## config.mk

```make
export PLATFORM = sky130hd
export DESIGN_NAME = config_word_serial_programmer
export DESIGN_NICKNAME = d
export VERILOG_FILES = /design/src/cfgprog_pkg.sv /design/src/input_sync.sv /design/src/por_gen.sv /design/src/config_word_serial_programmer.sv
export SDC_FILE = /design/constraint.sdc
export NUM_CORES = 1
export LEC_CHECK = 0
export BUFFER_PORTS_ARGS = -buffer_cell sky130_fd_sc_hd__buf_2
export CORE_MARGIN = 2
export CORE_UTILIZATION = 57
export CTS_CLUSTER_DIAMETER = 30
export CTS_CLUSTER_SIZE = 24
export DETAILED_ROUTE_END_ITERATION = 6
export PLACE_DENSITY = 0.71
export SETUP_SLACK_MARGIN = 0.05
export SLEW_MARGIN = 20
export SYNTH_ARGS = -nofsm -noshare
export SYNTH_HDL_FRONTEND = slang
export SYNTH_SLANG_ARGS = --single-unit
```

## constraint.sdc

```tcl
create_clock -name mclk -period 6.9 [get_ports mclk]
set_input_delay 0 -clock mclk [delete_from_list [all_inputs] [get_ports mclk]]
set_output_delay 0 -clock mclk [all_outputs]
set_load 0.1 [all_outputs]
```

## src/cfgprog_pkg.sv

```systemverilog
// Shared constants and types of the serial configuration programmer.
// Assumes one basic clock period per mclk cycle at 10 MHz.
package cfgprog_pkg;

    typedef logic [13:0] word_t;
    typedef logic [5:0] lim_t;
    typedef logic [11:0] tick_t;

    typedef enum logic [6:0]
    {
        ST_IDLE  = 7'h01,
        ST_DELAY = 7'h02,
        ST_SYNC  = 7'h04,
        ST_GAP   = 7'h08,
        ST_WIN   = 7'h10,
        ST_REST  = 7'h20,
        ST_EQ    = 7'h40
    } prog_state_e;

    localparam int unsigned WORD_BITS = 14;
    localparam logic [3:0] LAST_BIT = 4'hd;
    localparam int unsigned CLK_PERIOD_NS = 100;

    // Reset contents of the configuration registers and the lowest valid limit.
    localparam word_t CFG_WORD_DEFAULT = 14'h0000;
    localparam lim_t LIM_DEFAULT = 6'h18;
    localparam lim_t LIM_LOWEST_VALID = 6'h0c;

    // Field layout of the received word.
    localparam int unsigned SEL_MSB = 13;
    localparam int unsigned SEL_LSB = 12;
    localparam logic [1:0] SEL_LIMIT = 2'h3;
    localparam int unsigned RANGE_MSB = 3;
    localparam int unsigned RANGE_LSB = 2;
    localparam int unsigned OFF_BIT = 0;

    // Start pulse classes, in basic clock periods.
    localparam logic [12:0] START_SHORT_MAX = 13'h05ff;
    localparam int unsigned START_LONG_MIN_DEFAULT = 5632;
    localparam int unsigned START_MIN_NS = 1000;
    localparam logic [12:0] START_MIN_CYC =
        13'((START_MIN_NS + CLK_PERIOD_NS - 1) / CLK_PERIOD_NS);

    // Marker half period and reset hold, in cycles (parameters of the top).
    localparam int unsigned MARKER_HALF_DEFAULT = 20000;
    localparam int unsigned RESET_HOLD_DEFAULT = 10000;

    // Transfer timing.
    localparam int unsigned PROG_DELAY_NS = 200000;
    localparam int unsigned SYNC_PULSE_NS = 50000;
    localparam int unsigned WIN_DELAY_NS = 50000;
    localparam int unsigned WIN_LEN_NS = 200000;
    localparam int unsigned BIT_FRAME_NS = 400000;
    localparam int unsigned ACK_PULSE_NS = 50000;
    localparam int unsigned EQ_WIN_NS = 200000;
    localparam tick_t PROG_DELAY_CYC = 12'((PROG_DELAY_NS + CLK_PERIOD_NS - 1) / CLK_PERIOD_NS);
    localparam tick_t SYNC_PULSE_CYC = 12'((SYNC_PULSE_NS + CLK_PERIOD_NS - 1) / CLK_PERIOD_NS);
    localparam tick_t WIN_DELAY_CYC = 12'((WIN_DELAY_NS + CLK_PERIOD_NS - 1) / CLK_PERIOD_NS);
    localparam tick_t WIN_LEN_CYC = 12'((WIN_LEN_NS + CLK_PERIOD_NS - 1) / CLK_PERIOD_NS);
    localparam tick_t BIT_FRAME_CYC = 12'((BIT_FRAME_NS + CLK_PERIOD_NS - 1) / CLK_PERIOD_NS);
    localparam tick_t REST_CYC = BIT_FRAME_CYC - SYNC_PULSE_CYC - WIN_DELAY_CYC - WIN_LEN_CYC;
    localparam tick_t ACK_PULSE_CYC = 12'((ACK_PULSE_NS + CLK_PERIOD_NS - 1) / CLK_PERIOD_NS);
    localparam tick_t EQ_WIN_CYC = 12'((EQ_WIN_NS + CLK_PERIOD_NS - 1) / CLK_PERIOD_NS);

endpackage : cfgprog_pkg

```

## src/input_sync.sv

```systemverilog
// Two-flop synchroniser for asynchronous inputs.
// Assumes inputs come from pins outside the mclk domain.
`timescale 1ns/1ps
module input_sync #(
    parameter int unsigned WIDTH = 2
) (
    input wire logic mclk,
    input wire logic rst_n,
    input wire logic clk_en,
    input wire logic [WIDTH-1:0] async_in,
    input wire logic [WIDTH-1:0] reset_level,
    output logic [WIDTH-1:0] sync_out
);

    logic [WIDTH-1:0] stage_reg;

    genvar i;
    generate
        for (i = 0; i < WIDTH; i++)
        begin : g_bit
            always_ff @(posedge mclk or negedge rst_n)
            begin
                if (!rst_n)
                begin
                    stage_reg[i] <= 1'b1;
                    sync_out[i] <= 1'b1;
                end
                else if (clk_en)
                begin
                    stage_reg[i] <= async_in[i];
                    sync_out[i] <= stage_reg[i];
                end
            end
        end
    endgenerate

endmodule : input_sync

```

## src/por_gen.sv

```systemverilog
// Power-on and brown-out reset generator.
// Assumes supply_ok_s is already synchronised to mclk.
`timescale 1ns/1ps
module por_gen #(
    parameter int unsigned HOLD = 10000
) (
    input wire logic mclk,
    input wire logic rst_n,
    input wire logic clk_en,
    input wire logic supply_ok_s,
    output logic por_active
);

    logic [15:0] hold_reg;

    // Reset holds while supply is low and for HOLD cycles after it recovers.
    always_ff @(posedge mclk or negedge rst_n)
    begin
        if (!rst_n)
        begin
            hold_reg <= 16'h0000;
            por_active <= 1'b1;
        end
        else if (clk_en)
        begin
            if (!supply_ok_s)
            begin
                hold_reg <= 16'h0000;
                por_active <= 1'b1; // [RQ2]
            end
            else if (hold_reg == 16'(HOLD - 1))
            begin
                por_active <= 1'b0; // [RQ3]
            end
            else
            begin
                hold_reg <= hold_reg + 16'h0001;
            end
        end
    end
endmodule : por_gen

```

## src/config_word_serial_programmer.sv

```systemverilog
// Serial loader of the configuration registers over one open-drain data line.
// Assumes data_in and supply_ok are asynchronous pins; the wire level is
// resolved outside from data_oe (drive low while high).
//
// Function
// RQ1 - Limit field six bits, below 12 invalid, default 24.
// RQ2 - Low supply raises reset and loads defaults.
// RQ3 - Reset at power-up, held minimum period.
// RQ4 - After reset drive square-wave marker on line.
// RQ5 - Marker frequency below any data frequency.
// RQ6 - Host low pulse starts transfer; device then masters.
// RQ7 - After delay, fourteen timed synchronization pulses.
// RQ8 - After each pulse, delayed window samples line.
// RQ9 - Low in window writes zero, released writes one.
// RQ10 - Capture all fourteen bits in sequence.
// RQ11 - Equivalence window acknowledges identical word.
// RQ12 - Host programs twice to check acknowledge.
// RQ13 - Accept transfers in sleep or active state.
// RQ14 - Disable receive path during a transfer.
// RQ15 - Bit one set makes start an off command.
// RQ16 - Short start pulse ignored while marker shows.
// RQ17 - Long start pulse always starts, cancels marker.
// RQ18 - Host avoids start pulses between the two ranges.
`timescale 1ns/1ps
module config_word_serial_programmer #(
    parameter int unsigned START_LONG_MIN = cfgprog_pkg::START_LONG_MIN_DEFAULT,
    parameter int unsigned MARKER_HALF = cfgprog_pkg::MARKER_HALF_DEFAULT,
    parameter int unsigned RESET_HOLD = cfgprog_pkg::RESET_HOLD_DEFAULT
) (
    input wire logic mclk,
    input wire logic rst_n,
    input wire logic clk_en,
    input wire logic supply_ok,
    input wire logic data_in,
    output logic data_out,
    output logic data_oe,
    output cfgprog_pkg::word_t config_word,
    output cfgprog_pkg::lim_t upper_bit_check_limit,
    output logic [8:0] limit_ticks,
    output logic rx_disable,
    output logic off_cmd,
    output logic reset_marker,
    output logic por_active
);
    import cfgprog_pkg::*;

    ////////////////////////////////////////////////////////////////////////////
    // Input synchronisation and power-on reset.

    logic [1:0] sync_q;
    logic data_s;
    logic supply_s;
    logic por_q;

    input_sync #(.WIDTH(2)) u_sync (
        .mclk(mclk),
        .rst_n(rst_n),
        .clk_en(clk_en),
        .async_in({supply_ok, data_in}),
        .reset_level(2'h3),
        .sync_out(sync_q)
    );

    assign data_s = sync_q[0];
    assign supply_s = sync_q[1];

    por_gen #(.HOLD(RESET_HOLD)) u_por (
        .mclk(mclk),
        .rst_n(rst_n),
        .clk_en(clk_en),
        .supply_ok_s(supply_s),
        .por_active(por_q)
    );

    ////////////////////////////////////////////////////////////////////////////
    // Start pulse measurement.

    prog_state_e state_reg;
    tick_t timer_reg;
    logic [3:0] bit_cnt_reg;
    logic [1:0] oe_hist_reg;
    logic [12:0] low_cnt_reg;
    logic own_drive;
    logic foreign_low;
    logic released;
    logic start_short;
    logic start_long;
    logic go;

    // Our own drive reaches data_s two cycles late, so it is masked that long.
    assign own_drive = data_oe | oe_hist_reg[0] | oe_hist_reg[1];
    assign foreign_low = !data_s && !own_drive;
    assign released = data_s && !own_drive;
    assign start_short = released && low_cnt_reg > START_MIN_CYC &&
                         low_cnt_reg < START_SHORT_MAX;
    assign start_long = released && low_cnt_reg > 13'(START_LONG_MIN);
    assign go = state_reg == ST_IDLE && !por_q &&
                (start_long || (start_short && !reset_marker)); // [RQ6] [RQ16] [RQ17]

    always_ff @(posedge mclk or negedge rst_n)
    begin
        if (!rst_n)
        begin
            oe_hist_reg <= 2'h0;
            low_cnt_reg <= 13'h0000;
        end
        else if (clk_en)
        begin
            oe_hist_reg <= {oe_hist_reg[0], data_oe};
            if (state_reg != ST_IDLE || released)
            begin
                low_cnt_reg <= 13'h0000;
            end
            else if (foreign_low && low_cnt_reg != 13'h1fff)
            begin
                low_cnt_reg <= low_cnt_reg + 13'h0001;
            end
        end
    end

    ////////////////////////////////////////////////////////////////////////////
    // Transfer sequencer; it runs the same from sleep or active state.

    word_t rx_word_reg;
    logic zero_seen_reg;
    logic eq_reg;
    logic commit;
    logic rx_bit;
    logic lim_target;
    logic word_equal;

    assign commit = state_reg == ST_REST && timer_reg == REST_CYC - 12'h001 &&
                    bit_cnt_reg == LAST_BIT;
    assign rx_bit = !(zero_seen_reg || foreign_low); // [RQ9]
    assign lim_target = rx_word_reg[SEL_MSB:SEL_LSB] == SEL_LIMIT;
    assign word_equal = lim_target ? rx_word_reg[5:0] == upper_bit_check_limit :
                        rx_word_reg == config_word;

    always_ff @(posedge mclk or negedge rst_n) // [RQ13]
    begin
        if (!rst_n)
        begin
            state_reg <= ST_IDLE;
            timer_reg <= 12'h000;
            bit_cnt_reg <= 4'h0;
            zero_seen_reg <= 1'b0;
            rx_word_reg <= CFG_WORD_DEFAULT;
            eq_reg <= 1'b0;
        end
        else if (clk_en)
        begin
            timer_reg <= timer_reg + 12'h001;
            case (state_reg)
                ST_IDLE:
                begin
                    timer_reg <= 12'h000;
                    bit_cnt_reg <= 4'h0;
                    if (go)
                    begin
                        state_reg <= ST_DELAY;
                    end
                end
                ST_DELAY:
                begin
                    if (timer_reg == PROG_DELAY_CYC - 12'h001)
                    begin
                        state_reg <= ST_SYNC; // [RQ7]
                        timer_reg <= 12'h000;
                    end
                end
                ST_SYNC:
                begin
                    if (timer_reg == SYNC_PULSE_CYC - 12'h001)
                    begin
                        state_reg <= ST_GAP;
                        timer_reg <= 12'h000;
                    end
                end
                ST_GAP:
                begin
                    zero_seen_reg <= 1'b0;
                    if (timer_reg == WIN_DELAY_CYC - 12'h001)
                    begin
                        state_reg <= ST_WIN; // [RQ8]
                        timer_reg <= 12'h000;
                    end
                end
                ST_WIN:
                begin
                    if (foreign_low)
                    begin
                        zero_seen_reg <= 1'b1;
                    end
                    if (timer_reg == WIN_LEN_CYC - 12'h001)
                    begin
                        rx_word_reg[bit_cnt_reg] <= rx_bit; // [RQ9] [RQ10]
                        state_reg <= ST_REST;
                        timer_reg <= 12'h000;
                    end
                end
                ST_REST:
                begin
                    if (timer_reg == REST_CYC - 12'h001)
                    begin
                        timer_reg <= 12'h000;
                        if (bit_cnt_reg == LAST_BIT)
                        begin
                            eq_reg <= word_equal; // [RQ11]
                            state_reg <= ST_EQ;
                        end
                        else
                        begin
                            bit_cnt_reg <= bit_cnt_reg + 4'h1; // [RQ10]
                            state_reg <= ST_SYNC; // [RQ7]
                        end
                    end
                end
                ST_EQ:
                begin
                    if (timer_reg == EQ_WIN_CYC - 12'h001)
                    begin
                        state_reg <= ST_IDLE;
                        eq_reg <= 1'b0;
                    end
                end
                default:
                begin
                    state_reg <= ST_IDLE;
                end
            endcase
        end
    end

    ////////////////////////////////////////////////////////////////////////////
    // Configuration registers.

    always_ff @(posedge mclk or negedge rst_n)
    begin
        if (!rst_n)
        begin
            config_word <= CFG_WORD_DEFAULT;
            upper_bit_check_limit <= LIM_DEFAULT;
            limit_ticks <= 9'h000;
        end
        else if (clk_en)
        begin
            if (por_q)
            begin
                config_word <= CFG_WORD_DEFAULT; // [RQ2]
                upper_bit_check_limit <= LIM_DEFAULT; // [RQ1]
            end
            else if (commit && lim_target)
            begin
                if (rx_word_reg[5:0] >= LIM_LOWEST_VALID)
                begin
                    upper_bit_check_limit <= rx_word_reg[5:0]; // [RQ1]
                end
            end
            else if (commit)
            begin
                config_word <= rx_word_reg;
            end
            // Limit time in basic clocks: (limit - 1) times the extension factor.
            limit_ticks <= 9'({3'h0, upper_bit_check_limit - 6'h01} <<
                              (2'h3 - config_word[RANGE_MSB:RANGE_LSB])); // [RQ1]
        end
    end

    ////////////////////////////////////////////////////////////////////////////
    // Line drive, reset marker and status outputs.

    logic [15:0] marker_cnt_reg;
    logic marker_low_reg;

    always_ff @(posedge mclk or negedge rst_n)
    begin
        if (!rst_n)
        begin
            reset_marker <= 1'b1;
            marker_cnt_reg <= 16'h0000;
            marker_low_reg <= 1'b0;
        end
        else if (clk_en)
        begin
            if (por_q)
            begin
                reset_marker <= 1'b1; // [RQ4]
            end
            else if (go && start_long)
            begin
                reset_marker <= 1'b0; // [RQ17]
            end
            // Half period is long enough to stay below any data frequency.
            if (!reset_marker || marker_cnt_reg == 16'(MARKER_HALF - 1))
            begin
                marker_cnt_reg <= 16'h0000;
                marker_low_reg <= reset_marker && !marker_low_reg; // [RQ4] [RQ5]
            end
            else
            begin
                marker_cnt_reg <= marker_cnt_reg + 16'h0001;
            end
        end
    end

    always_ff @(posedge mclk or negedge rst_n)
    begin
        if (!rst_n)
        begin
            data_out <= 1'b0;
            data_oe <= 1'b0;
            rx_disable <= 1'b0;
            off_cmd <= 1'b0;
            por_active <= 1'b1;
        end
        else if (clk_en)
        begin
            data_out <= 1'b0;
            data_oe <= (state_reg == ST_IDLE && reset_marker && marker_low_reg) ||
                       state_reg == ST_SYNC || // [RQ7]
                       (state_reg == ST_EQ && eq_reg && timer_reg < ACK_PULSE_CYC); // [RQ11]
            rx_disable <= state_reg != ST_IDLE; // [RQ14]
            off_cmd <= state_reg == ST_WIN && timer_reg == WIN_LEN_CYC - 12'h001 &&
                       bit_cnt_reg == 4'(OFF_BIT) && rx_bit; // [RQ15]
            por_active <= por_q;
        end
    end
endmodule : config_word_serial_programmer

```

======== Word level (Yosys, flattened, before mapping) ========
Cells that the tools add are included.
storage, ports and cells
  register bits ........................... 126
  output and inout bits ................... 35
cells by class
  add/subtract/negate cells ............... 7
  shift-type cells ........................ 1
  bitwise operators ....................... 2
  mux-type cells .......................... 41
  reduce and logical (&&, ||, !) cells .... 57
  eq/ne operators ......................... 31
  order comparisons ....................... 7
operator list
  cell                   count
  $mux 7                 8
  $pmux 7 s7             1
  $mux 16                3
  $pmux 12 s4            1
  $mux 14                3
  $mux 12                3
  $add 16x1->16 const B  2
  $mux 13                2
  $logic_and 1x1->1      22
  $mux 6                 3
  $eq 16x14->1 const B   1
  $eq 16x15->1 const B   1
  $reduce_bool 2->1      8
  $bwmux 14              1
  $eq 14x14->1           1
  $ne 2x2->1 const B     7
  $add 13x1->13 const B  1
  $gt 13x13->1 const B   1
  $gt 13x4->1 const B    1
  $lt 13x11->1 const B   1
  $ne 13x13->1 const B   1
  $add 12x1->12 const B  1
  $eq 12x10->1 const B   1
  $eq 12x11->1 const B   1
  other kinds (36)       71

======== Logic depth before layout (Yosys ltp) ========
Gate-level depths: netlist (run 1).
  depth after elaboration ................. 12
  mapped depth ............................ 9
  gate-level depth less buffers ........... 8

======== By module ========
From an unflattened synthesis (run 1), not the netlist that was laid out.
unflattened totals
  cells, all modules ...................... 683
  area, all modules ....................... 6792.8 µm²
by module, submodules not included
  module                         cells each  area each (µm²)  instances
  config_word_serial_programmer  565         5636.7           1
  por_gen                        110         1006.0           1
  input_sync                     8           150.1            1

======== Worst setup path after synthesis (run 1) ========
OpenSTA, ideal clock, no wires.
  path type ............................... register to register
  from .................................... reg data_oe
  to ...................................... reg state_reg[2]
  period minus slack after synthesis ...... 2.624 ns
  data arrival time ....................... 2.500 ns
  cell stages (with the launch flop) ...... 7
  setup slack ............................. 4.276 ns
  path buffers ............................ 0
  cells stage by stage .................... dfrtp_1 > or4b_2 > nor2_1 > and3_1 > o211ai_1 > a31oi_4 > mux2_2
between the ends
  longest elaborated chain between the ends .. 11
  elaborated cells on any way between the ends .. 12
  classes of those cells .................. eq/ne: 1; bitwise: 2; reduce/logical: 9
ends and longest elaborated chain
  item                            RTL line                              RTL
  start, declared                 config_word_serial_programmer.sv:36   output logic data_oe,
  start signal, assigned          config_word_serial_programmer.sv:319  data_oe <= (state_reg == ST_IDLE && reset_marker && marker_low_reg) ||
  $or 1x1->1 (*) (2 in a row)     config_word_serial_programmer.sv:91   assign own_drive = data_oe | oe_hist_reg[0] | oe_hist_reg[1];
  $logic_not 1->1 (*)             config_word_serial_programmer.sv:93   assign released = data_s && !own_drive;
  $logic_and 1x1->1 (*)           config_word_serial_programmer.sv:93
  $logic_and 1x1->1 (2 in a row)  config_word_serial_programmer.sv:94   assign start_short = released && low_cnt_reg > START_MIN_CYC &&
  $logic_and 1x1->1               config_word_serial_programmer.sv:98   (start_long || (start_short && !reset_marker));
  $logic_or 1x1->1 (*)            config_word_serial_programmer.sv:98
  $logic_and 1x1->1 (*)           config_word_serial_programmer.sv:97   assign go = state_reg == ST_IDLE && !por_q &&
  $ne 2x2->1 (no line) (*)        n/a
  $reduce_and 8->1 (no line) (*)  n/a
  end signal, assigned            config_word_serial_programmer.sv:143  state_reg <= ST_IDLE;
  end signal, assigned            config_word_serial_programmer.sv:160  state_reg <= ST_DELAY;
  end signal, assigned            config_word_serial_programmer.sv:167  state_reg <= ST_SYNC;
  end, declared                   config_word_serial_programmer.sv:78   prog_state_e state_reg;
Mark *: on every way between the ends. The rest lies on a longest branch, timed or not.
A chain may end at the register's enable or synchronous reset.

======== Worst setup path after layout (run 1) ========
  from .................................... reg state_reg[6]
  to ...................................... reg config_word[10]
between the ends
  longest elaborated chain between the ends .. 6
  elaborated cells on any way between the ends .. 7
  classes of those cells .................. eq/ne: 2; reduce/logical: 5
ends and longest elaborated chain
  item                                RTL line                              RTL
  $eq 7x6->1 (*)                      config_word_serial_programmer.sv:132  assign commit = state_reg == ST_REST && timer_reg == REST_CYC - 12'h001 &&
  $logic_and 1x1->1 (*) (2 in a row)  config_word_serial_programmer.sv:132
  $logic_and 1x1->1                   config_word_serial_programmer.sv:252  else if (commit && lim_target)
  $ne 2x1->1 (no line)                n/a
  $reduce_and 3->1 (no line) (*)      n/a
  end signal, assigned                config_word_serial_programmer.sv:261  config_word <= rx_word_reg;
  end, declared                       config_word_serial_programmer.sv:37   output cfgprog_pkg::word_t config_word,
Marks and branches as above.

==> impl_metrics.env, run 1 <==
export IMPL_status="finished clean"
export IMPL_dp_slack_ns=4.374
export IMPL_synthTopCellsByCount="116 x dfrtp_1, 74 x nor2_1, 54 x nand2_1"
export IMPL_maxSlewHeadroom=0.3543
export IMPL_ant_nets=0
export IMPL_worst_setup_path_start_kind="flop"
export IMPL_synth_largest_area_cell="dfrtp_1"
export IMPL_worst_slew_pin_transition_ns=0.9686
export IMPL_report_final_slew_viol_count=0
export IMPL_vias=5207
export IMPL_fin_crit_sh=0.3686
export IMPL_cts_tree="built"
export IMPL_required_ns=7.25
export IMPL_use_met2=0.3828
export IMPL_finalClockSkew_ns=0.007609
export IMPL_clkSlewWorstSetupHoldPaths_ns=0.06
export IMPL_cts_sinks=126
export IMPL_yosys_cell_types_count=74
export IMPL_numPortBuffers=38
export IMPL_dp_hpwl_um=9529
export IMPL_crit_type="flop to flop"
export IMPL_vias_per_cell=6.041
export IMPL_synth_avg_cell_area_sq_um=9.998
export IMPL_final_cell_area_sq_um=7664
export IMPL_top_usage_layer="met2"
export IMPL_nets=721
export IMPL_nFillCells=894
export IMPL_n_antenna_cell=0
export IMPL_wire_per_inst_um=16.54
export IMPL_fin_util=0.6683
export IMPL_hold_class="input port to asynchronous set/reset pin"
export IMPL_clockRootBuffer="clkbuf_16"
export IMPL_io_pins=40
export IMPL_peakVddDrop_mv=0.2428
export IMPL_gp_congestion=0.8700
export IMPL_drt_iter0_markers=320
export IMPL_fin_setup_tns_ns=0
export IMPL_rows=39
export IMPL_ctsResizeCount=0
export IMPL_synth_cells=674
export IMPL_met3_usage=0.05945
export IMPL_async_reset_ff_frac=1.000
export IMPL_synthTopCellsByArea="dfrtp_1 43%, xor2_1 4.9%, nor2_1 4.1%, dfstp_2 3.9%, xnor2_1 3.2%"
export IMPL_cp_arrival_ns=2.90
export IMPL_drt_total_wl_um=14260
export IMPL_drc=0
export IMPL_critPathMaxFanout=14
export IMPL_grtUsageMet1=0.3191
export IMPL_drt_pass1_iterations=4
export IMPL_ys_warn_count=0
export IMPL_core_sq_um=11470
export IMPL_leakagePower_nw=3.423
export IMPL_grt_pass1_vias=4968
export IMPL_end_kind="flop"
export IMPL_synthFlopType="dfrtp_1"
export IMPL_area_delta_synth_final_pct=13.72
export IMPL_die_area_sq_um=12710
export IMPL_synth_most_common_cell="dfrtp_1"
export IMPL_synth_top_cell_area_share=0.4307
export IMPL_regArea_sq_um=3166
export IMPL_fin_crit_ns=2.543
export IMPL_fmax_ghz=0.3932
export IMPL_finalSetupViolations=0
export IMPL_die_h_um=112.7
export IMPL_fin_ws_ns=4.357
export IMPL_clkLatencyLatePin_ns=0.42
export IMPL_drive_gt1_frac=0.1752
export IMPL_power_density_nw_per_um2=281.9
export IMPL_clock_path_buffers=2
export IMPL_r2r_start="state_reg[6]$_DFFE_PN0P_"
export IMPL_die_w_um=112.7
export IMPL_synth_edf_count=0
export IMPL_ys_seq_area_frac=0.4697
export IMPL_numCtsBuffers=17
export IMPL_rsz0062_at_grt="no"
export IMPL_reg2reg_to="config_word[10]$_DFFE_PN0P_"
export IMPL_synth_nets=689
export IMPL_htreeDepth=4
export IMPL_maxCapViolCount=0
export IMPL_start_util=0.5877
export IMPL_grtUsageTotal=0.2375
export IMPL_antenna_found_initial=0
export IMPL_r2r_worst_path_cells=6
export IMPL_multi_input_area_sq_um=3369
export IMPL_hold_viol=0
export IMPL_reg2reg_slack_ns=4.36
export IMPL_grt_max_degree=68
export IMPL_ys_ff_latch=126
export IMPL_syn_cell_area_sq_um=6739
export IMPL_overflow=0
export IMPL_grt_pass1_wl_um=24200
export IMPL_dpl_cell_area_sq_um=7004
==> cells by family (layout without fill, tap and decap cells) <==
group / Yosys count / count (layout) / synth area share
AO/OA/AOI/OAI: 118 / 118 / 0.1209
XOR/XNOR: 63 / 63 / 0.08188
adder cells (fa/ha/maj): 10 / 10 / 0.01857
buffers and inverters: 51 / 96 / 0.03026
flip-flops: 126 / 126 / 0.4697
multiplexers: 30 / 30 / 0.05384
other: 1 / 1 / 0.0005565
AND/OR/NAND/NOR: 275 / 275 / 0.2243
==> what timing repair did <==
item | in CTS | in global routing
endpoints found under the hold margin | 58 | 0
setup buffers | 0 | 0
hold buffers | 3 | 0
==> per-stage QoR <==
stage | hold slack, ns | power (mW) | std cells
after floorplan | -0.2956 | 1.135 | 674
after global placement | 0.1141 | 1.208 | 827
after detailed placement | 0.1185 | 1.223 | 827
after CTS | 0.2216 | 2.176 | 862
after global routing | 0.2481 | 2.252 | 862
final | 0.1870 | 2.161 | 862
==> critical path: stages (launching register included) <==
cell     delay [ns]
dfrtp_1        0.49
nor3_2         0.35
and4_1         0.32
nand3_1        0.15
a21oi_1        0.16
nor3b_2        0.74
a22o_1         0.27
==> area by class of cell <==
cell class | count | share of cell area
clock buffer | 18 | 0.05731
clock inverter | 14 | 0.02482
inverter | 20 | 0.009796
multi-input combinational | 497 | 0.4397
sequential | 126 | 0.4131
tap | 143 | 0.02335
timing repair buffer | 44 | 0.03200
==> worst max-delay path by stage <==
stage | startpoint | endpoint | slack (ns) | cells after the start
finish | state_reg[6]$_DFFE_PN0P_ | config_word[10]$_DFFE_PN0P_ | 4.36 | 6
global route | state_reg[6]$_DFFE_PN0P_ | config_word[10]$_DFFE_PN0P_ | 4.15 | 6
CTS | state_reg[6]$_DFFE_PN0P_ | config_word[10]$_DFFE_PN0P_ | 4.36 | 6
detailed placement | state_reg[6]$_DFFE_PN0P_ | config_word[10]$_DFFE_PN0P_ | 4.37 | 6
global placement | timer_reg[0]$_DFFE_PN0P_ | state_reg[6]$_DFFE_PN0P_ | 4.42 | 7
floorplan | data_oe$_DFFE_PN0P_ | state_reg[2]$_DFFE_PN0P_ | 4.28 | 6
==> metal layers <==
layer  vias up  share of wire
met5         -              0
met1      2593           0.46
li1       2486              -
met2       116           0.49
met4         0          0.010
met3        12          0.040
==> cell usage in the layout (no fill, tap or decap), types with 5 or more instances in the layout <==
master,n
dfrtp_1,116
nor2_1,74
nand2_1,54
xor2_1,38
buf_2,37
o21ai_0,33
nand3_1,28
xnor2_1,25
a21oi_1,21
inv_1,20
nand4_1,19
a22o_1,18
nor3_1,17
mux2_2,17
clkbuf_16,17
and3_1,15
and4_1,10
ha_1,10
dfstp_2,10
mux2_4,8
nor2b_1,7
nor4_1,7
a31oi_1,5
and2_1,5
or3_1,5
o22a_1,5
nand2b_1,5
o2bb2ai_1,5
clkinvlp_4,5
==> power breakdown <==
group | switching, mW | internal (mW) | leakage, nW
Combinational | 0.227 | 0.121 | 1.45
Sequential | 0.0667 | 0.800 | 1.68
Clock | 0.334 | 0.612 | 0.294
Power figures use the tool's default switching activity.
==> run 2, diff against run 1 <==
- ABC_AREA: default -> 1
- clock period: 6.9 -> 2.66 ns (I/O delays scaled with it)
==> run 2 against run 1 <==
Against the previous run:
- register-to-register slack worse by 3.7 ns
- critical path depth increased by 5
- largest cell class unchanged
- wire length rose by 14%
- synthesized cell count increased by 47%
- worst hold slack got worse by 0.12 ns
- non-clock buffer count up 4
- clock power up 140%
- clock-buffer cell count grew 7
- utilization is 1.2 points lower
==> impl_metrics.env, run 2 <==
export IMPL_dp_slack_ns=0.7183
export IMPL_async_reset_ff_frac=1.000
export IMPL_combPwrFrac=0.222
export IMPL_p_seq_frac=0.388
export IMPL_end_kind="flop"
export IMPL_fin_crit_ns=1.966
export IMPL_synth_avg_cell_area_sq_um=7.352
export IMPL_synth_edf_count=0
export IMPL_path_cells="ha_1 > nand2_1 > inv_1 > nand3_1 > inv_1 > nand2_1 > nand2_1 > inv_1 > buf_4 > nand2_1 > a21oi_1"
export IMPL_p_switching_mw=1.914
export IMPL_ctsResizeCount=0
export IMPL_nets=1052
export IMPL_hold_viol=0
export IMPL_dp_hpwl_um=11390
export IMPL_cts_sinks=126
export IMPL_grt_pass1_vias=5721
export IMPL_finalPower_mw=5.760
export IMPL_synthTopCellsByArea="dfrtp_1 40%, nand2_1 14%, inv_1 6.7%, nand3_1 6.2%, nor2_1 5.6%"
export IMPL_cp_arrival_ns=2.31
export IMPL_ys_warn_count=0
export IMPL_grt_max_degree=85
export IMPL_critPathMaxFanout=16
export IMPL_overflow=0
export IMPL_clkPwrFrac=0.390
export IMPL_maxSlewHeadroom=0.6475
export IMPL_clockRootBuffer="clkbuf_16"
export IMPL_fmax_ghz=0.5087
export IMPL_leakagePower_nw=4.127
export IMPL_synth_most_common_cell="nand2_1"
export IMPL_synthTopCellsByCount="279 x nand2_1, 131 x inv_1, 116 x dfrtp_1"
export IMPL_nFillCells=1109
export IMPL_rsz0062_at_grt="no"
export IMPL_worst_slew_pin_transition_ns=0.5274
export IMPL_io_pins=40
export IMPL_drive_gt1_frac=0.1114
export IMPL_hold_class="input port to asynchronous set/reset pin"
export IMPL_holdBufCountCts=5
export IMPL_synth_largest_area_cell="dfrtp_1"
export IMPL_die_area_sq_um=13720
export IMPL_ant_nets=0
export IMPL_slowest_delay_ns=0.41
export IMPL_synth_nets=1007
export IMPL_die_w_um=117.1
export IMPL_n_antenna_cell=0
export IMPL_peakVddDrop_mv=0.5091
export IMPL_status="finished clean"
export IMPL_numCtsBuffers=17
export IMPL_drt_total_wl_um=16210
export IMPL_power_density_nw_per_um2=698.4
export IMPL_regArea_sq_um=3166
export IMPL_area_delta_synth_final_pct=13.09
export IMPL_grtUsageTotal=0.2534
export IMPL_clock_path_buffers=2
export IMPL_finalClockSkew_ns=0.01310
export IMPL_syn_cell_area_sq_um=7293
export IMPL_cpMostUsedCell="nand2_1"
export IMPL_ys_seq_area_frac=0.4340
export IMPL_clkSlewWorstSetupHoldPaths_ns=0.06
export IMPL_cts_tree="built"
export IMPL_multi_input_area_sq_um=3505
export IMPL_drc=0
export IMPL_cp_slowest_cell="dfrtp_1"
export IMPL_gp_congestion=0.8720
export IMPL_vias_per_cell=5.220
export IMPL_htreeDepth=4
export IMPL_fin_crit_sh=0.7391
export IMPL_worst_setup_path_start_kind="flop"
export IMPL_start_util=0.5803
export IMPL_rows=41
export IMPL_die_h_um=117.1
export IMPL_p_sw_frac=0.3323
export IMPL_yosys_cell_types_count=44
export IMPL_maxCapViolCount=0
export IMPL_finalSetupViolations=0
export IMPL_required_ns=3.00
export IMPL_ys_ff_latch=126
export IMPL_synth_cells=992
export IMPL_report_final_slew_viol_count=0
export IMPL_clkLatencyLatePin_ns=0.43
export IMPL_synth_top_cell_area_share=0.3980
export IMPL_vias=6379
export IMPL_grt_pass1_wl_um=27230
export IMPL_crit_type="flop to flop"
export IMPL_antenna_found_initial=0
export IMPL_numPortBuffers=38
export IMPL_synthFlopType="dfrtp_1"
export IMPL_wire_per_inst_um=13.26
export IMPL_cts_setup_buffers=0
export IMPL_drt_pass1_iterations=6
export IMPL_p_int_mw=3.846
export IMPL_fin_ws_ns=0.6940
export IMPL_fin_setup_tns_ns=0
export IMPL_core_sq_um=12570
export IMPL_drt_iter0_markers=562
export IMPL_layout_commonest_cell="nand2_1"
export IMPL_layout_common_cells="279 x nand2_1, 131 x inv_1, 116 x dfrtp_1"
## run 2: changes by cell type after synthesis, sizes merged, moves of 16 or more
cell,previous run,this run
nand2,54,289
nor2,74,116
mux2,26,0
a22o,18,2
xnor2,25,6
nand3,29,94
o21ai,35,75
inv,20,132
## run 2: layer usage
metal	vias up	part of all wire	track usage
met5	-	0	0
met4	0	0.014	0.07373
met3	19	0.044	0.06437
met2	130	0.45	0.3857
met1	2946	0.49	0.3611
li1	3284	-	-
## run 2: worst paths after layout
check	startpoint	endpoint	slack, ns	depth (start not counted)
min in group mclk	data_in	u_sync.stage_reg[0]$_DFFE_PN1P_	0.34	4
min reg2reg	u_sync.stage_reg[1]$_DFFE_PN1P_	u_sync.sync_out[1]$_DFFE_PN1P_	0.47	2
max reg2reg	u_por.hold_reg[0]$_DFFE_PN0P_	u_por.hold_reg[2]$_DFFE_PN0P_	0.69	11
max	u_por.hold_reg[0]$_DFFE_PN0P_	u_por.hold_reg[2]$_DFFE_PN0P_	0.69	11
max in group asynchronous	rst_n	por_active$_DFFE_PN1P_	1.81	3
min	rst_n	timer_reg[5]$_DFFE_PN0P_	0.07	2
## run 2: metrics by stage
stage	utilization	hold WS [ns]	instance area, sq um	instances
2_1_floorplan	-	-0.2956	7293	992
3_3_place_gp	0.6075	-0.06093	7635	1185
3_5_place_dp	0.6075	-0.05166	7635	1185
4_1_cts	0.6562	0.07571	8248	1222
5_1_grt	0.6562	0.1175	8248	1222
6_report	0.6562	0.06927	8248	1222
## run 2: cell type report
| type | instances | area share |
|---|---|---|
| sequential | 126 | 0.3838 |
| timing repair buffer | 48 | 0.03595 |
| clock inverter | 7 | 0.01062 |
| tap | 172 | 0.02609 |
| inverter | 132 | 0.06098 |
| multi-input combinational | 712 | 0.4249 |
| clock buffer | 25 | 0.05765 |
## run 2: power by group through the flow
| stage | sequential [mW] | clock [mW] | combinational (mW) |
|---|---|---|---|
| after floorplan | 2.38 | 0 | 0.893 |
| after global placement | 2.26 | 0 | 1.27 |
| after detailed placement | 2.26 | 0 | 1.28 |
| after CTS | 2.23 | 2.27 | 1.29 |
| after global routing | 2.26 | 2.37 | 1.44 |
| final | 2.23 | 2.25 | 1.28 |
## run 2: cell families (layout without fill, tap and decap cells)
group,Yosys count,after routing,synth area share
other,1,1,0.0005142
flip-flops,126,126,0.4340
AO/OA/AOI/OAI,110,110,0.08767
XOR/XNOR,29,29,0.03483
adder cells (fa/ha/maj),10,10,0.01716
AND/OR/NAND/NOR,562,562,0.3404
buffers and inverters,154,212,0.08543
## run 2: worst max-delay path: cells and delay by family (launching register included)
family | cells | cell delay [ns]
simple gates | 5 | 0.41
flops | 1 | 0.41
fa+ha+maj | 1 | 0.24
buf+inv | 4 | 0.69
compound gates | 1 | 0.13
==> run 3, diff against run 2 <==
- CORE_UTILIZATION: 57 -> 56
- PLACE_DENSITY: 0.71 -> 0.73
- clock period: 2.66 -> 1.7 ns (I/O delays scaled with it)
==> run 3 against run 2 <==
Against the previous run:
- clock power increased by 56%
- the flow now finishes with violations (setup timing)
- sequential power up 57%
- register-to-register slack got worse by 0.71 ns
- clock skew down 0.0081 ns
- clock-buffer cell count is the same
- die area rose by 1.7%
- critical path depth shrank 1
- global-route usage rose by 0.81 points
==> impl_metrics.env, run 3 (same netlist as run 2, synthesis figures left out) <==
export IMPL_status="complete, but fails checks"
export IMPL_violations="setup timing"
export IMPL_clkSlewWorstSetupHoldPaths_ns=0.05
export IMPL_fin_util=0.7286
export IMPL_peakVddDrop_mv=0.8157
export IMPL_finalPower_mw=9.844
export IMPL_numCtsBuffers=17
export IMPL_p_seq_frac=0.355
export IMPL_hold_class="input port to asynchronous set/reset pin"
export IMPL_clock_path_buffers=2
export IMPL_drc=0
export IMPL_drt_pass1_iterations=6
export IMPL_dp_hpwl_um=12080
export IMPL_rsz0062_at_grt="yes"
export IMPL_worst_setup_path_start_kind="flop"
export IMPL_maxCapViolCount=0
export IMPL_die_w_um=118.1
export IMPL_layout_commonest_cell="nand2_1"
export IMPL_fin_ws_ns=-0.01904
export IMPL_gp_congestion=0.8980
export IMPL_critPathMaxFanout=8
export IMPL_drive_gt1_frac=0.2482
export IMPL_die_area_sq_um=13950
export IMPL_overflow=0
export IMPL_grt_pass1_vias=6438
export IMPL_nets=1130
export IMPL_instances_no_fill=1300
export IMPL_grt_pass1_wl_um=29720
export IMPL_crit_path_start="timer_reg[1]$_DFFE_PN0P_"
export IMPL_io_pins=40
export IMPL_hold_viol=0
export IMPL_antenna_found_initial=0
export IMPL_drt_total_wl_um=18060
export IMPL_maxSlewHeadroom=0.6397
export IMPL_n_antenna_cell=0
export IMPL_area_delta_synth_final_pct=26.59
export IMPL_htreeDepth=4
export IMPL_drt_iter0_markers=544
export IMPL_core_sq_um=12670
export IMPL_fin_crit_ns=1.719
export IMPL_holdWs_ns=0.03088
export IMPL_report_final_slew_viol_count=0
export IMPL_vias_per_cell=5.359
export IMPL_fmax_ghz=0.5817
export IMPL_vias=6967
export IMPL_combPwrFrac=0.289
export IMPL_layout_common_cells="255 x nand2_1, 120 x inv_1, 105 x dfrtp_1"
export IMPL_p_switching_mw=3.370
export IMPL_start_util=0.5756
export IMPL_fin_crit_sh=1.011
export IMPL_cp_arrival_ns=2.03
export IMPL_p_int_mw=6.474
export IMPL_numPortBuffers=38
export IMPL_reg2reg_to="timer_reg[10]$_DFFE_PN0P_"
export IMPL_crit_end="timer_reg[10]$_DFFE_PN0P_"
export IMPL_finalSetupViolations=3
export IMPL_power_density_nw_per_um2=1066
export IMPL_nFillCells=1008
export IMPL_finalClockSkew_ns=0.005025
export IMPL_cts_tree="built"
export IMPL_clockRootBuffer="clkbuf_16"
export IMPL_grt_max_degree=65
export IMPL_r2r_start="timer_reg[1]$_DFFE_PN0P_"
export IMPL_end_kind="flop"
export IMPL_leakagePower_nw=4.555
export IMPL_wire_per_inst_um=13.89
export IMPL_clkLatencyLatePin_ns=0.43
export IMPL_rows=41
export IMPL_reg2reg_slack_ns=-0.02
export IMPL_required_ns=2.01
export IMPL_crit_type="flop to flop"
export IMPL_p_sw_frac=0.3423
export IMPL_cts_sinks=126
export IMPL_dp_slack_ns=-0.07933
export IMPL_grtUsageTotal=0.2615
export IMPL_place_inst=1247
export IMPL_clkPwrFrac=0.356
export IMPL_ant_nets=0
export IMPL_r2r_worst_path_cells=10
export IMPL_die_h_um=118.1
export IMPL_worst_slew_pin_transition_ns=0.5392
run 3: cell count changes in the layout (fill, tap and decap cells not counted), sizes merged:
cell,delta
buf,+76
clkbuf,+1
nand2,+1
run 3: final cells by class:
class                   instances  area (sq um)  share of cell area
flip-flops and latches        126          3189              0.3454
clock buffers                  25         475.5             0.05150
inverters                     132         505.5             0.05475
well taps                     172         215.2             0.02331
clock inverters                 7         87.58            0.009486
repair buffers                125         943.4              0.1022
multi-input cells             713          3816              0.4133
run 3: what timing repair did:
action,in CTS,in global routing
gates resized for setup,14,95
pin swaps,6,30
hold buffers,5,0
endpoints found under the setup margin,44,109
gates cloned,0,3
setup buffers,4,10
endpoints found under the hold margin,127,0
run 3: critical path: stages (launching register included):
cell	delay, ns
dfrtp_1	0.38
ha_2	0.22
nand2_2	0.08
nor2_2	0.10
nand3_2	0.11
nand2_2	0.14
nand2_2	0.08
nor2_4	0.16
nand3_4	0.17
nand2_2	0.11
inv_1	0.05
run 3: worst min-delay path by stage:
stage               startpoint                       endpoint  slack [ns]
detailed placement       rst_n  u_por.hold_reg[7]$_DFFE_PN0P_       -0.09
global route             rst_n  u_por.hold_reg[7]$_DFFE_PN0P_        0.06
global placement         rst_n  u_por.hold_reg[7]$_DFFE_PN0P_       -0.09
CTS                      rst_n  u_por.hold_reg[7]$_DFFE_PN0P_        0.04
floorplan                rst_n     bit_cnt_reg[0]$_DFFE_PN0P_       -0.30
finish                   rst_n  u_por.hold_reg[7]$_DFFE_PN0P_        0.03
run 3: routing by layer:
layer  global-route usage  up-vias  part of all wire
met5                    0        -                 0
met4              0.09488        0             0.014
met3              0.06008       21             0.055
met2               0.4100      208              0.47
met1               0.3554     3292              0.46
li1                     -     3446                 -
run 3: power by group through the flow:
stage | sequential (mW) | clock, mW | combinational [mW]
final | 3.49 | 3.50 | 2.85
after global routing | 3.52 | 3.69 | 3.12
after CTS | 3.47 | 3.54 | 2.49
after detailed placement | 3.51 | 0 | 2.32
after global placement | 3.50 | 0 | 2.29
after floorplan | 3.72 | 0 | 1.40
run 3: metrics by stage:
step                      area [sq um]  setup TNS [ns]
after detailed placement          8144         -0.4825
final                             9233        -0.03981
after global routing              9233          -2.353
after floorplan                   7312               0
after CTS                         8843               0
after global placement            8144        -0.05063
